[src/epsc_pkg.sv]
// Shared constants and types for the paging and stack check block
package epsc_pkg;

  // Address layout
  localparam int unsigned EA_W         = 16;
  localparam int unsigned XA_W         = 24;
  localparam int unsigned EXT_BIT      = 15;
  localparam int unsigned RPAG_W       = 10;
  localparam int unsigned WPAG_W       = 9;
  localparam int unsigned PVIEW_BIT    = 9;
  localparam logic [15:0] SFR_TOP      = 16'h0800;
  localparam logic [15:0] SP_RESET     = 16'h0800;
  localparam logic [15:0] SP_STEP      = 16'h0002;
  localparam logic [9:0]  RPAG_RESET   = 10'h001;
  localparam logic [8:0]  WPAG_RESET   = 9'h001;

  // Core command codes
  typedef enum logic [3:0] {
    EPSC_OP_READ      = 4'h0,
    EPSC_OP_WRITE     = 4'h1,
    EPSC_OP_RMW       = 4'h2,
    EPSC_OP_PUSH      = 4'h3,
    EPSC_OP_POP       = 4'h4,
    EPSC_OP_CALL      = 4'h5,
    EPSC_OP_EXC       = 4'h6,
    EPSC_OP_SET_RPAG  = 4'h7,
    EPSC_OP_SET_WPAG  = 4'h8,
    EPSC_OP_SET_STACK_LIMIT_REG = 4'h9,
    EPSC_OP_SET_SP    = 4'ha
  } epsc_op_t;

  // Device sequencer states
  typedef enum logic [3:0] {
    EPSC_ST_IDLE  = 4'h1,
    EPSC_ST_RD    = 4'h2,
    EPSC_ST_XTRA  = 4'h4,
    EPSC_ST_PUSH2 = 4'h8
  } epsc_dst_t;

  // Controller register byte offsets
  localparam logic [4:0] REG_CMD    = 5'h00;
  localparam logic [4:0] REG_EA     = 5'h04;
  localparam logic [4:0] REG_WDATA  = 5'h08;
  localparam logic [4:0] REG_PCHI   = 5'h0c;
  localparam logic [4:0] REG_RDATA  = 5'h10;
  localparam logic [4:0] REG_STATUS = 5'h14;
  localparam logic [4:0] REG_MASK   = 5'h18;
  localparam logic [4:0] REG_SP     = 5'h1c;

  // Field positions
  localparam int unsigned CMD_SPPTR_BIT = 4;
  localparam int unsigned CMD_REP_BIT   = 5;
  localparam int unsigned ST_DONE_BIT   = 0;
  localparam int unsigned ST_ADDR_BIT   = 1;
  localparam int unsigned ST_STK_BIT    = 2;
  localparam int unsigned ST_BUSY_BIT   = 8;
  localparam int unsigned EVT_W         = 3;
  localparam logic [2:0]  MASK_RESET    = 3'h0;

endpackage

[src/epsc_link.sv]
// Link between the core sequencer and the paging and stack check logic
`timescale 1ns/1ns
interface epsc_link;
  // Request from core
  logic                 req;
  epsc_pkg::epsc_op_t   op;
  logic [15:0]          ea;
  logic [15:0]          wdata;
  logic [23:0]          pc;
  logic [7:0]           status_low_byte;
  logic                 sp_ptr;
  logic                 rep;
  // Answer from device
  logic                 ready;
  logic                 done;
  logic [15:0]          rdata;
  logic                 trap_addr;
  logic                 trap_stack;
  logic [15:0]          sp;

  modport dev (
    input  req, op, ea, wdata, pc, status_low_byte, sp_ptr, rep,
    output ready, done, rdata, trap_addr, trap_stack, sp
  );
  modport core (
    output req, op, ea, wdata, pc, status_low_byte, sp_ptr, rep,
    input  ready, done, rdata, trap_addr, trap_stack, sp
  );
endinterface

[src/epsc_dev.sv]
// Extended data window paging and software stack checking
// How it works
// [RULE1] Write: page low 9 bits over EA[14:0]
// [RULE2] Read: read page 9 bits over EA[14:0]
// [RULE3] Extended read costs one extra cycle
// [RULE4] Extended write completes in one cycle
// [RULE5] Software loads write page before setting bit15
// [RULE6] Pages never change on pointer wrap
// [RULE7] No extended read-modify-write inside repeat
// [RULE8] Read-modify-write uses the read page
// [RULE9] Low addresses bypass both page registers
// [RULE10] Page zero with high EA traps
// [RULE11] Stack pointer post-increments push, pre-decrements pop
// [RULE12] Call push clears stacked upper byte
// [RULE13] Exception push stacks status low byte
// [RULE14] Stack limit unreset, bit 0 zero
// [RULE15] Stack pointer addresses compared to limit
// [RULE16] Push at limit passes, next traps
// [RULE17] Stack pointer below 0800h traps
// [RULE18] No stack read right after limit write
// [RULE19] Traps pulse once, faulting access dropped
//
// Chosen here: the address map and the Avalon-MM register port.
`timescale 1ns/1ns
module epsc_dev (
  // Clock and reset
  input  wire logic        mclk,
  input  wire logic        srst,
  // Core side
  epsc_link.dev            lnk,
  // Data memory and parallel port side
  output logic             mem_req,
  output logic             mem_we,
  output logic [23:0]      mem_addr,
  output logic [15:0]      mem_wdata,
  input  wire logic [15:0] mem_rdata
);

  typedef struct packed {
    epsc_pkg::epsc_dst_t state;
    logic [9:0]          rpag;
    logic [8:0]          wpag;
    logic [15:0]         stack_limit_reg;
    logic [15:0]         sp;
    logic                slow;
    logic                rmw;
    logic [15:0]         hold;
    logic                mem_req;
    logic                mem_we;
    logic [23:0]         mem_addr;
    logic [15:0]         mem_wdata;
    logic [15:0]         rdata;
    logic                done;
    logic                trap_a;
    logic                trap_s;
  } epsc_dev_st_t;

  epsc_dev_st_t st_r;
  epsc_dev_st_t st_nxt;

  logic        ext;
  logic [23:0] rd_addr;
  logic [23:0] wr_addr;
  logic        rd_bad;
  logic        wr_bad;
  logic [15:0] sp_dec;

  function automatic logic stk_bad(input logic [15:0] a, input logic [15:0] lim);
    stk_bad = (a > lim) || (a < epsc_pkg::SFR_TOP); // [RULE15] [RULE16] [RULE17]
  endfunction

  assign ext    = lnk.ea[epsc_pkg::EXT_BIT];
  // Low window passes straight through, pages unused
  assign rd_addr = ext ? {st_r.rpag[8:0], lnk.ea[14:0]}            // [RULE2]
                       : {8'h00, lnk.ea};                           // [RULE9]
  assign wr_addr = ext ? {st_r.wpag, lnk.ea[14:0]}                 // [RULE1]
                       : {8'h00, lnk.ea};                           // [RULE9]
  // Program space view is not served here, so it is refused too
  assign rd_bad = ext && ((st_r.rpag == 10'h000) || st_r.rpag[epsc_pkg::PVIEW_BIT]); // [RULE10]
  assign wr_bad = ext && (st_r.wpag == 9'h000);                     // [RULE10]
  assign sp_dec = st_r.sp - epsc_pkg::SP_STEP;

  always_comb begin
    st_nxt           = st_r;
    st_nxt.mem_req   = 1'b0;
    st_nxt.mem_we    = 1'b0;
    st_nxt.done      = 1'b0;
    st_nxt.trap_a    = 1'b0; // [RULE19]
    st_nxt.trap_s    = 1'b0; // [RULE19]
    case (st_r.state)
      epsc_pkg::EPSC_ST_IDLE: begin
        if (lnk.req) begin
          case (lnk.op)
            epsc_pkg::EPSC_OP_READ,
            epsc_pkg::EPSC_OP_RMW: begin
              // Both halves of a read-modify-write go through the read page
              if (rd_bad) begin
                st_nxt.trap_a = 1'b1; // [RULE10] [RULE8]
                st_nxt.done   = 1'b1;
              end else if (lnk.sp_ptr && stk_bad(lnk.ea, st_r.stack_limit_reg)) begin
                st_nxt.trap_s = 1'b1; // [RULE15] [RULE18]
                st_nxt.done   = 1'b1;
              end else begin
                st_nxt.mem_req  = 1'b1;
                st_nxt.mem_addr = rd_addr; // [RULE8]
                st_nxt.slow     = ext;     // [RULE3]
                st_nxt.rmw      = (lnk.op == epsc_pkg::EPSC_OP_RMW);
                st_nxt.hold     = lnk.wdata;
                st_nxt.state    = epsc_pkg::EPSC_ST_RD;
              end
            end
            epsc_pkg::EPSC_OP_WRITE: begin
              if (wr_bad) begin
                st_nxt.trap_a = 1'b1; // [RULE10]
              end else if (lnk.sp_ptr && stk_bad(lnk.ea, st_r.stack_limit_reg)) begin
                st_nxt.trap_s = 1'b1; // [RULE15]
              end else begin
                st_nxt.mem_req   = 1'b1;
                st_nxt.mem_we    = 1'b1;
                st_nxt.mem_addr  = wr_addr;
                st_nxt.mem_wdata = lnk.wdata;
              end
              st_nxt.done = 1'b1; // [RULE4]
            end
            epsc_pkg::EPSC_OP_PUSH,
            epsc_pkg::EPSC_OP_CALL,
            epsc_pkg::EPSC_OP_EXC: begin
              if (stk_bad(st_r.sp, st_r.stack_limit_reg)) begin
                st_nxt.trap_s = 1'b1; // [RULE16] [RULE17]
                st_nxt.done   = 1'b1;
              end else begin
                st_nxt.mem_req   = 1'b1;
                st_nxt.mem_we    = 1'b1;
                st_nxt.mem_addr  = {8'h00, st_r.sp};
                st_nxt.sp        = st_r.sp + epsc_pkg::SP_STEP; // [RULE11]
                if (lnk.op == epsc_pkg::EPSC_OP_PUSH) begin
                  st_nxt.mem_wdata = lnk.wdata;
                  st_nxt.done      = 1'b1;
                end else begin
                  st_nxt.mem_wdata = lnk.pc[15:0];
                  if (lnk.op == epsc_pkg::EPSC_OP_CALL) begin
                    st_nxt.hold = {8'h00, lnk.pc[23:16]}; // [RULE12]
                  end else begin
                    st_nxt.hold = {lnk.status_low_byte, lnk.pc[23:16]}; // [RULE13]
                  end
                  st_nxt.state = epsc_pkg::EPSC_ST_PUSH2;
                end
              end
            end
            epsc_pkg::EPSC_OP_POP: begin
              if (sp_dec < epsc_pkg::SFR_TOP) begin
                st_nxt.trap_s = 1'b1; // [RULE17]
                st_nxt.done   = 1'b1;
              end else begin
                st_nxt.sp       = sp_dec; // [RULE11]
                st_nxt.mem_req  = 1'b1;
                st_nxt.mem_addr = {8'h00, sp_dec};
                st_nxt.slow     = 1'b0;
                st_nxt.rmw      = 1'b0;
                st_nxt.state    = epsc_pkg::EPSC_ST_RD;
              end
            end
            epsc_pkg::EPSC_OP_SET_RPAG: begin
              st_nxt.rpag = lnk.wdata[9:0];
              st_nxt.done = 1'b1;
            end
            epsc_pkg::EPSC_OP_SET_WPAG: begin
              st_nxt.wpag = lnk.wdata[8:0];
              st_nxt.done = 1'b1;
            end
            epsc_pkg::EPSC_OP_SET_STACK_LIMIT_REG: begin
              st_nxt.stack_limit_reg = {lnk.wdata[15:1], 1'b0}; // [RULE14]
              st_nxt.done  = 1'b1;
            end
            epsc_pkg::EPSC_OP_SET_SP: begin
              st_nxt.sp   = {lnk.wdata[15:1], 1'b0};
              st_nxt.done = 1'b1;
            end
            default: begin
              st_nxt.done = 1'b1;
            end
          endcase
        end
      end
      epsc_pkg::EPSC_ST_RD: begin
        st_nxt.rdata = mem_rdata;
        if (st_r.rmw) begin
          // Repeat with an extended target is left to software
          st_nxt.mem_req   = 1'b1; // [RULE7]
          st_nxt.mem_we    = 1'b1;
          st_nxt.mem_wdata = mem_rdata ^ st_r.hold;
        end
        if (st_r.slow) begin
          st_nxt.state = epsc_pkg::EPSC_ST_XTRA; // [RULE3]
        end else begin
          st_nxt.done  = 1'b1;
          st_nxt.state = epsc_pkg::EPSC_ST_IDLE;
        end
      end
      epsc_pkg::EPSC_ST_XTRA: begin
        st_nxt.done  = 1'b1; // [RULE3]
        st_nxt.state = epsc_pkg::EPSC_ST_IDLE;
      end
      epsc_pkg::EPSC_ST_PUSH2: begin
        if (stk_bad(st_r.sp, st_r.stack_limit_reg)) begin
          st_nxt.trap_s = 1'b1; // [RULE16] [RULE17]
        end else begin
          st_nxt.mem_req   = 1'b1;
          st_nxt.mem_we    = 1'b1;
          st_nxt.mem_addr  = {8'h00, st_r.sp};
          st_nxt.mem_wdata = st_r.hold;
          st_nxt.sp        = st_r.sp + epsc_pkg::SP_STEP; // [RULE11]
        end
        st_nxt.done  = 1'b1;
        st_nxt.state = epsc_pkg::EPSC_ST_IDLE;
      end
      default: begin
        st_nxt.state = epsc_pkg::EPSC_ST_IDLE;
      end
    endcase
  end

  // Pages are only loaded by reset or by command, never by pointer arithmetic
  always_ff @(posedge mclk) begin
    if (srst) begin
      st_r           <= '0;
      st_r.state     <= epsc_pkg::EPSC_ST_IDLE;
      st_r.rpag      <= epsc_pkg::RPAG_RESET; // [RULE6]
      st_r.wpag      <= epsc_pkg::WPAG_RESET;
      st_r.sp        <= epsc_pkg::SP_RESET;
      st_r.stack_limit_reg     <= st_r.stack_limit_reg; // [RULE14]
    end else begin
      st_r <= st_nxt;
    end
  end

  assign lnk.ready      = (st_r.state == epsc_pkg::EPSC_ST_IDLE);
  assign lnk.done       = st_r.done;
  assign lnk.rdata      = st_r.rdata;
  assign lnk.trap_addr  = st_r.trap_a;
  assign lnk.trap_stack = st_r.trap_s;
  assign lnk.sp         = st_r.sp;
  assign mem_req        = st_r.mem_req;
  assign mem_we         = st_r.mem_we;
  assign mem_addr       = st_r.mem_addr;
  assign mem_wdata      = st_r.mem_wdata;

endmodule

[src/flat_wrapper.sv]
// flat-port wrapper written by rule: the top's interface ports become plain ports
module epsc_dev_flat 
  (mclk, srst, mem_req, mem_we, mem_addr, mem_wdata, mem_rdata, lnk_req, lnk_op, lnk_ea, lnk_wdata, lnk_pc, lnk_status_low_byte, lnk_sp_ptr, lnk_rep, lnk_ready, lnk_done, lnk_rdata, lnk_trap_addr, lnk_trap_stack, lnk_sp);
  epsc_link lnk_i ();
  input  wire logic mclk;
  input  wire logic srst;
  output logic mem_req;
  output logic mem_we;
  output logic [23:0] mem_addr;
  output logic [15:0] mem_wdata;
  input  wire logic [15:0] mem_rdata;
  input wire logic [$bits(lnk_i.req)-1:0] lnk_req;
  input wire logic [$bits(lnk_i.op)-1:0] lnk_op;
  input wire logic [$bits(lnk_i.ea)-1:0] lnk_ea;
  input wire logic [$bits(lnk_i.wdata)-1:0] lnk_wdata;
  input wire logic [$bits(lnk_i.pc)-1:0] lnk_pc;
  input wire logic [$bits(lnk_i.status_low_byte)-1:0] lnk_status_low_byte;
  input wire logic [$bits(lnk_i.sp_ptr)-1:0] lnk_sp_ptr;
  input wire logic [$bits(lnk_i.rep)-1:0] lnk_rep;
  output wire logic [$bits(lnk_i.ready)-1:0] lnk_ready;
  output wire logic [$bits(lnk_i.done)-1:0] lnk_done;
  output wire logic [$bits(lnk_i.rdata)-1:0] lnk_rdata;
  output wire logic [$bits(lnk_i.trap_addr)-1:0] lnk_trap_addr;
  output wire logic [$bits(lnk_i.trap_stack)-1:0] lnk_trap_stack;
  output wire logic [$bits(lnk_i.sp)-1:0] lnk_sp;
  assign lnk_i.req = lnk_req;
  assign lnk_i.op = lnk_op;
  assign lnk_i.ea = lnk_ea;
  assign lnk_i.wdata = lnk_wdata;
  assign lnk_i.pc = lnk_pc;
  assign lnk_i.status_low_byte = lnk_status_low_byte;
  assign lnk_i.sp_ptr = lnk_sp_ptr;
  assign lnk_i.rep = lnk_rep;
  assign lnk_ready = lnk_i.ready;
  assign lnk_done = lnk_i.done;
  assign lnk_rdata = lnk_i.rdata;
  assign lnk_trap_addr = lnk_i.trap_addr;
  assign lnk_trap_stack = lnk_i.trap_stack;
  assign lnk_sp = lnk_i.sp;
  epsc_dev u_core (.mclk(mclk), .srst(srst), .lnk(lnk_i), .mem_req(mem_req), .mem_we(mem_we), .mem_addr(mem_addr), .mem_wdata(mem_wdata), .mem_rdata(mem_rdata));
endmodule
[config.mk]
export PLATFORM = sky130hd
export DESIGN_NAME = epsc_dev_flat
export DESIGN_NICKNAME = d
export VERILOG_FILES = /design/src/epsc_pkg.sv /design/src/epsc_link.sv /design/src/epsc_dev.sv /design/src/flat_wrapper.sv
export SDC_FILE = /design/constraint.sdc
export NUM_CORES = 1
export LEC_CHECK = 0
export BUFFER_PORTS_ARGS = -buffer_cell sky130_fd_sc_hd__buf_2
export CAP_MARGIN = 20
export CORE_MARGIN = 4
export CORE_UTILIZATION = 51
export CTS_CLUSTER_DIAMETER = 50
export CTS_CLUSTER_SIZE = 10
export DETAILED_ROUTE_END_ITERATION = 16
export GPL_TIMING_DRIVEN = 1
export PLACE_DENSITY_LB_ADDON = 0.05
export SLEW_MARGIN = 30
export SYNTH_ARGS = -nofsm -noshare
export SYNTH_HDL_FRONTEND = slang
export SYNTH_SLANG_ARGS = --single-unit
[constraint.sdc]
create_clock -name mclk -period 3.15 [get_ports mclk]
set_clock_uncertainty 0.05 [all_clocks]
set_input_delay 0.315 -clock mclk [delete_from_list [all_inputs] [get_ports mclk]]
set_output_delay 0.315 -clock mclk [all_outputs]
set_load 0.1 [all_outputs]
==> results of run 1 <==
## through the flow
step / setup TNS [ns] / worst slack [ns] / hold WS [ns] / instance area [µm²] / power, W
3_3_place_gp: -0.7857 / -0.05362 / 0.3886 / 9751 / 0.003512
4_1_cts: 0 / 0.02257 / 0.09938 / 10380 / 0.005619
2_1_floorplan: 0 / 0.1741 / 0.3639 / 8666 / 0.003089
5_1_grt: -0.01682 / -0.007686 / 0.1045 / 10590 / 0.005882
6_report: 0 / 0.1004 / 0.1106 / 10590 / 0.005672
3_5_place_dp: -0.2325 / -0.03866 / 0.3937 / 9751 / 0.003519
## worst min-delay path: cells and delay by family
| family | cells | cell delay (ns) |
|---|---|---|
| compound gates | 1 | 0.05 |
| buf+inv | 1 | 0.11 |
| simple gates | 1 | 0.05 |
## registers in the layout (all words and copies together) (netlist names)
name / flops
u_core.lnk.rdata: 16
u_core.lnk.trap_addr: 1
u_core.lnk.trap_stack: 1
u_core.mem_addr: 24
u_core.lnk.done: 1
u_core.st_r: 56
u_core.mem_wdata: 16
u_core.lnk.sp: 15
u_core.mem_we: 1
u_core.mem_req: 1
## cell usage after synthesis (19+ instances only)
library cell	n	area, µm²
nor2_1	91	341.6
clkbuf_1	57	214.0
buf_4	72	540.5
nand3_1	23	115.1
o21ai_0	60	300.3
a22oi_1	32	240.2
nand2_1	82	307.8
dfxtp_1	117	2342
mux2i_1	27	270.3
ha_1	33	412.9
inv_1	31	116.4
a211oi_1	21	157.7
nand2b_1	19	118.9
a21oi_1	93	465.5
## worst min-delay path by stage
| stage | end | cells past startpoint |
|---|---|---|
| finish | u_core.lnk.rdata[13] | 3 |
| detailed placement | u_core.lnk.rdata[15] | 2 |
| global placement | u_core.mem_addr[0] | 2 |
| floorplan | u_core.st_r[100] | 0 |
| global route | u_core.st_r[105] | 1 |
| CTS | u_core.lnk.rdata[13] | 3 |
## cell usage in the layout, fill, tap and decap left out, types with 8 or more instances in the layout
| cell type | count |
|---|---|
| o22ai_1 | 11 |
| a21o_1 | 9 |
| clkbuf_16 | 21 |
| or4_1 | 9 |
| a32oi_1 | 10 |
| nor3_1 | 16 |
| nand3_1 | 22 |
| a211oi_1 | 20 |
| ha_1 | 32 |
| inv_1 | 30 |
| o2bb2ai_2 | 8 |
| nand2b_1 | 19 |
| a311oi_1 | 15 |
| nand2_1 | 81 |
| dfxtp_1 | 117 |
| mux2i_1 | 27 |
| xnor2_1 | 13 |
| edfxtp_1 | 15 |
| o21ai_0 | 60 |
| buf_4 | 97 |
| and2_1 | 8 |
| a211oi_2 | 12 |
| a22oi_1 | 32 |
| a21oi_1 | 93 |
| nor2_1 | 90 |
| or3_1 | 8 |
| buf_2 | 163 |
## cells by family after synthesis
family | Yosys count | synth area share [%]
AO/OA/AOI/OAI | 340 | 28.23
XOR/XNOR | 17 | 1.722
adder cells (fa/ha/maj) | 33 | 4.775
buffers and inverters | 180 | 11.30
flip-flops | 132 | 32.30
multiplexers | 27 | 3.125
other | 1 | 0.04337
AND/OR/NAND/NOR | 316 | 18.51
## layer usage
| layer | part of all wire [%] | wire length [µm] | track usage (%) |
|---|---|---|---|
| met1 | 41 | 12980 | 42.29 |
| met2 | 45 | 14180 | 49.67 |
| met3 | 10 | 3174 | 6.595 |
| met4 | 4.2 | 1324 | 11.96 |
| met5 | 0.038 | 12 | 0 |
## where the power goes
part           switching (W)  leakage, nW  total [W]  internal [W]
Clock               0.000832        0.306    0.00211       0.00128
Combinational        0.00120         3.15    0.00173      0.000525
Sequential         0.0000488         1.08    0.00183       0.00178
## area by class of cell
class                      count  area (µm²)  area share, %
inverter                      32       126.4          1.193
timing repair buffer         272        1759          16.61
tap                          220       275.3          2.599
clock inverter                11       135.1          1.276
sequential                   132        2793          26.36
clock buffer                  21       483.0          4.559
multi-input combinational    734        5021          47.40
## what timing repair did
item / 4_1_cts / 5_1_grt
gates cloned: 0 / 4
pin swaps: 0 / 13
setup buffers: 0 / 4
resized for setup: 2 / 29
endpoints found under the setup margin: 16 / 63
==> reports/results.tsv, run 1 <==
metric	value	unit
final hold vios	0	
# diodes	0	
final setup vio count	0	
slowest CP cell	a2111oi_4	
die height	138.2	µm
Yosys cell types	84	
Max FO, Critical Path	8	
Worst EP arrival	3.34	ns
drt first pass iters	5	
r2r setup slk	0.10	ns
Post-synth EDFFs	15	
# fillers	1513	
clk root buf	clkbuf_16	
Crit path largest cell delay	0.44	ns
CTS tree	done	
Clock Latency Late Sink	0.42	ns
Avg Inst Size Synth	8.267	µm²
initial antenna violation count	1	
YS warnings	0	
area delta synth->final	22.50	%
IR drop worst, VDD	0.0003896	V
final routed DRC violation total	0	
routed vias	8852	
IO Count	167	
die area	19100	µm²
Pins Over Slew Limit	0	
hold path start	mem_rdata[13]	
Cell Chain, Critical Path	inv_1 -> buf_4 -> ha_1 -> and4_4 -> nand2_1 -> o41ai_2 -> buf_4 -> a21o_1 -> nand2_2 -> a2111oi_4 -> clkbuf_4 -> a21oi_1 -> a211oi_1	
critical path depth in cells	13	
Hold Crit Class	in2reg	
CTS H-tree depth	4	
Congestion Overflow GR	0	
first-pass GRT wire length	47590	µm
Syn Inst Count	1046	
worst r2r path cells	13	
CP startpoint	u_core.st_r[108]	
fin crit share	96.81	%
vias in the first global route	8373	
Startpoint Class	flop	
Crit path required time	3.44	ns
largest net degree at the start of global routing	73	
Cells after DPL	1382	
die width	138.2	µm
outcome	complete, no violations	
Placer Congestion	0.9792	
# rows	47	
Crit Path Category	reg2reg	
#FFs+latches synth	132	
vias per cell	6.225	
Bufs and invs on worst path	4	
Crit. End Element	flop	
maximum clock frequency	327.9	MHz
Crit path max-delay family	compound AO/OA/AOI/OAI gates	
Core Util, Final	63.88	%
initial drt markers	958	
Clock Path Buffers	2	
Initial Util	52.14	%
Top FF cell, synth	dfxtp_1	
count of non-filler cells in the finished layout	1422	
Worst slew margin	39.69	%
PortBufs	164	
wirelength, routed	31670	µm
Total Nets Final	1311	
Inserted Clock Buffers	17	
ratio of cells with drive above 1 in the final layout	30.20	%
Net Count, Synth	1168	
CP endpoint	u_core.st_r[62]	
gr usage total	31.39	%
most used cell along the critical path	buf_4	
PwrDens	535.4	nW/µm²
count of max-cap constraint violations	0	
Mapped Area	8647	µm²
post-route ant nets	0	
Crit Reg-Reg Endpoint	u_core.st_r[62]	
leakage	4.540	nW
crit path time final	3.050	ns
Slew @ Worst Pin	0.9047	ns
Core Region	16580	µm²
Clock Sinks	132	
asr flop ratio synth	0	%
clk slew on worst S/H paths	0.06	ns
CTS Hold Bufs	0	
post-synthesis sequential area ratio	32.30	%
r2r startpoint	u_core.st_r[108]	
Post-DP HPWL	22800	µm
drt wl/cell	22.27	µm
(Power assumes the default switching activity.)
==> inputs of run 2 (changes only) <==
--- a/config.mk
+++ b/config.mk
@@ -7,6 +7,7 @@
 export LEC_CHECK = 0
 export BUFFER_PORTS_ARGS = -buffer_cell sky130_fd_sc_hd__buf_2
 export CAP_MARGIN = 20
+export CORE_ASPECT_RATIO = 1.5
 export CORE_MARGIN = 4
 export CORE_UTILIZATION = 51
 export CTS_CLUSTER_DIAMETER = 50
==> reports/results.tsv, run 2 (synthesis results as in run 1) <==
metric	value	unit
Placer Congestion	0.9735	
largest net degree at the start of global routing	64	
Biggest register	u_core.st_r	
Sum Neg Setup Slack	-0.1293	ns
initial drt markers	703	
drt first pass iters	5	
Crit path required time	3.48	ns
# rows	58	
gr usage total	33.19	%
Total Nets Final	1320	
Hold Crit Class	in2reg	
CTS tree	done	
clk slew on worst S/H paths	0.07	ns
RSZ-0062 raised after global routing	yes	
post-route ant nets	0	
routed vias	8798	
Slew @ Worst Pin	0.8182	ns
worst setup margin	-0.02130	ns
Clock Path Buffers	2	
leakage	4.585	nW
vias in the first global route	8683	
Congestion Overflow GR	0	
CTS Hold Bufs	0	
fin crit share	100.7	%
IO Count	167	
Core Region	16690	µm²
Worst EP arrival	3.50	ns
# diodes	0	
initial antenna violation count	0	
count of max-cap constraint violations	0	
final routed DRC violation total	0	
die area	19140	µm²
Pins Over Slew Limit	0	
Crit Path Category	reg2reg	
commonest non-fill, non-tap cell in the layout	buf_2	
PortBufs	164	
Design Power	0.005600	W
vias per cell	6.191	
ratio of cells with drive above 1 in the final layout	31.54	%
max reg flops	56	
Post-DP HPWL	23550	µm
maximum clock frequency	315.3	MHz
final setup vio count	8	
CTS H-tree depth	4	
Worst slew margin	45.45	%
most frequent cells in the layout	buf_2 (164), dfxtp_1 (117), buf_4 (105), a21oi_1 (92), nor2_1 (91)	
Inserted Clock Buffers	17	
Crit. End Element	flop	
die height	167.5	µm
clk root buf	clkbuf_16	
final hold vios	0	
first-pass GRT wire length	48750	µm
pre-CTS setup slack	-0.1618	ns
Startpoint Class	flop	
Clock Latency Late Sink	0.44	ns
area delta synth->final	24.05	%
Initial Util	51.81	%
wirelength, routed	32430	µm
outcome	finished with violations	
Max FO, Critical Path	8	
PwrDens	522.1	nW/µm²
IR drop worst, VDD	0.0003755	V
die width	114.3	µm
failing checks	negative setup slack	
drt wl/cell	22.82	µm
Clock Sinks	132	
crit path time final	3.171	ns
run 2: where the power goes:
| part | switching (W) | leakage, nW | internal [W] | total [W] |
|---|---|---|---|---|
| clock | 0.000914 | 0.292 | 0.00108 | 0.00200 |
| sequential | 0.0000510 | 1.08 | 0.00178 | 0.00183 |
| combinational | 0.00122 | 3.21 | 0.000546 | 0.00177 |
run 2: what timing repair did:
item / 4_1_cts / 5_1_grt
gates cloned: 0 / 3
gates resized for setup: 4 / 46
pin swaps: 2 / 12
endpoints found under the hold margin: 0 / 0
setup endpoints to repair: 41 / 58
buffers inserted: 1 / 4
run 2: final cells by class:
cell class | instances | area, µm²
multi-input cells | 734 | 5149
clock inverters | 14 | 150.1
inverters | 32 | 126.4
clock buffers | 18 | 439.2
repair buffers | 281 | 1807
flip-flops and latches | 132 | 2793
well taps | 210 | 262.8
fillers | 1508 | 5964
run 2: per-layer routing:
metal / part of all wire, % / up-vias / global-route usage, % / wire length, µm
li1: - / 4104 / - / -
met1: 36 / 4151 / 37.10 / 11540
met2: 51 / 428 / 57.22 / 16410
met3: 7.1 / 115 / 6.471 / 2296
met4: 6.7 / 0 / 20.16 / 2182
met5: 0 / - / 0 / 0
run 2: worst paths after layout:
check / start / to / slack [ns] / depth (start not counted)
max: u_core.st_r[107] / u_core.mem_addr[22] / -0.02 / 12
max reg2reg: u_core.st_r[107] / u_core.mem_addr[22] / -0.02 / 12
min reg2reg: u_core.lnk.rdata[1] / u_core.lnk.rdata[1] / 0.40 / 2
min: mem_rdata[8] / u_core.lnk.rdata[8] / 0.1 / 3
run 2: metrics by stage:
step	hold WS [ns]	instance area (µm²)	utilization, %	cells
6_report	0.09902	10730	64.27	1421
5_1_grt	0.1007	10730	64.27	1421
4_1_cts	0.07954	10410	62.34	1414
3_5_place_dp	0.3965	9793	58.67	1381
3_3_place_gp	0.3920	9793	58.67	1381
2_1_floorplan	0.3639	8666	-	1046
run 2: critical path: stages (launching register included):
cell and delay [ns]:
edfxtp_1 0.36, inv_1 0.08, ha_1 0.22, and4_1 0.22
and3_4 0.19, a2111oi_4 0.35, buf_4 0.20, a21oi_4 0.07
a311oi_2 0.35, nand4_4 0.19, or4b_4 0.56, buf_12 0.17
o2bb2ai_4 0.11
==> inputs of run 3 (changes only) <==
--- a/config.mk
+++ b/config.mk
@@ -9,7 +9,8 @@
 export CAP_MARGIN = 20
 export CORE_ASPECT_RATIO = 1.5
 export CORE_MARGIN = 4
-export CORE_UTILIZATION = 51
+export CORE_UTILIZATION = 52
+export CTS_BUF_LIST = sky130_fd_sc_hd__clkbuf_8
 export CTS_CLUSTER_DIAMETER = 50
 export CTS_CLUSTER_SIZE = 10
 export DETAILED_ROUTE_END_ITERATION = 16
==> reports/results.tsv, run 3 (synthesis results as in run 1) <==
metric	value	unit
worst hold slack	0.07119	ns
Congestion Overflow GR	0	
initial drt markers	716	
PortBufs	164	
final routed DRC violation total	0	
post-route ant nets	0	
Biggest register	u_core.st_r	
Total Nets Final	1319	
Clock Sinks	132	
Slew @ Worst Pin	0.7952	ns
count of max-cap constraint violations	0	
CP startpoint	u_core.st_r[110]	
Hold Crit Class	in2reg	
maximum clock frequency	323.3	MHz
Post-DP HPWL	23470	µm
count of non-filler cells in the finished layout	1416	
Pins Over Slew Limit	0	
Startpoint Class	flop	
worst setup margin	0.05701	ns
vias in the first global route	8523	
largest net degree at the start of global routing	56	
PwrDens	505.9	nW/µm²
Cell Chain, Critical Path	inv_2 -> ha_1 -> and4_1 -> and3_4 -> buf_4 -> and3_1 -> a21oi_2 -> a311oi_2 -> nand4_2 -> or4b_4 -> buf_8 -> o2bb2ai_2	
die height	165.9	µm
clk slew on worst S/H paths	0.09	ns
Core Region	16260	µm²
Worst EP arrival	3.43	ns
# rows	57	
die area	18800	µm²
ratio of cells with drive above 1 in the final layout	31.27	%
final setup vio count	0	
wirelength, routed	31920	µm
leakage	4.529	nW
Crit path largest cell delay	0.55	ns
Initial Util	53.18	%
area delta synth->final	21.86	%
vias per cell	6.241	
hold path start	mem_rdata[13]	
gr usage total	32.46	%
drt first pass iters	8	
drt wl/cell	22.54	µm
first-pass GRT wire length	47460	µm
Inserted Clock Buffers	17	
Worst slew margin	46.79	%
Crit. End Element	flop	
r2r startpoint	u_core.st_r[110]	
initial antenna violation count	1	
CTS H-tree depth	4	
Placer Congestion	0.9859	
Area after DPL	9758	µm²
Crit path max-delay family	simple AND/OR/NAND/NOR gates	
Bufs and invs on worst path	3	
final instance area	10540	µm²
fin crit share	98.19	%
Cells after DPL	1373	
IR drop worst, VDD	0.0003743	V
final hold vios	0	
Crit Path Category	reg2reg	
clk root buf	clkbuf_8	
commonest non-fill, non-tap cell in the layout	buf_2	
IO Count	167	
most frequent cells in the layout	buf_2 (164), dfxtp_1 (117), buf_4 (105), a21oi_1 (91), nor2_1 (91)	
slowest CP cell	or4b_4	
Crit path required time	3.49	ns
routed vias	8837	
Clock Latency Late Sink	0.46	ns
Max FO, Critical Path	8	
CTS tree	done	
max reg flops	56	
pre-CTS setup slack	-0.1000	ns
die width	113.3	µm
outcome	complete, no violations	
crit path time final	3.093	ns
Clock Path Buffers	2	
==> run 3: path summary, 6_finish.rpt <==
kind         depth (start not counted)  slack [ns]                   end
max                                 12        0.06   u_core.mem_addr[19]
min                                  3        0.07  u_core.lnk.rdata[13]
max reg2reg                         12        0.06   u_core.mem_addr[19]
min reg2reg                          2        0.41  u_core.lnk.rdata[12]
==> run 3: final cells by class <==
class | count | area (µm²)
diodes | 1 | 2.502
clock buffers | 17 | 234.0
clock inverters | 14 | 226.5
fillers | 1511 | 5723
inverters | 32 | 131.4
multi-input cells | 734 | 5071
flip-flops and latches | 132 | 2793
well taps | 206 | 257.7
repair buffers | 280 | 1822
==> run 3: report_power, final <==
part | leakage [nW] | switching [W] | internal, W
clock network | 0.235 | 0.000759 | 0.000954
registers | 1.08 | 0.0000481 | 0.00178
logic | 3.21 | 0.00122 | 0.000565
total | 4.53 | 0.00203 | 0.00330
==> run 3: metrics by stage <==
step	utilization, %	setup TNS, ns	total power (W)
2_1_floorplan	-	0	0.003089
3_3_place_gp	60.01	-0.03026	0.003533
3_5_place_dp	60.01	-1.496	0.003538
4_1_cts	63.08	0	0.005248
5_1_grt	64.80	-0.04550	0.005516
6_report	64.80	0	0.005331
==> run 3: what timing repair did <==
action / CTS / global route
endpoints found under the setup margin: 53 / 66
pin swaps: 2 / 14
gates resized for setup: 12 / 33
gates cloned: 1 / 4
setup buffers: 0 / 6
hold buffers: 0 / 0
==> run 3: worst reg2reg max path: cells and delay by family, from the launching register on <==
kind,cells,cell delay (ns)
AO/OA/AOI/OAI,3,0.50
buffers and inverters,3,0.37
adder cells (fa/ha/maj),1,0.29
AND/OR/NAND/NOR,5,1.47
flip-flops,1,0.35
==> run 3: per-layer routing <==
metal  part of all wire (%)  vias to the layer above  track usage, %
li1                       -                     4113               -
met1                     37                     4191           36.58
met2                     50                      412           56.42
met3                    6.0                      121           5.177
met4                    7.1                        0           19.93
met5                      0                        -               0
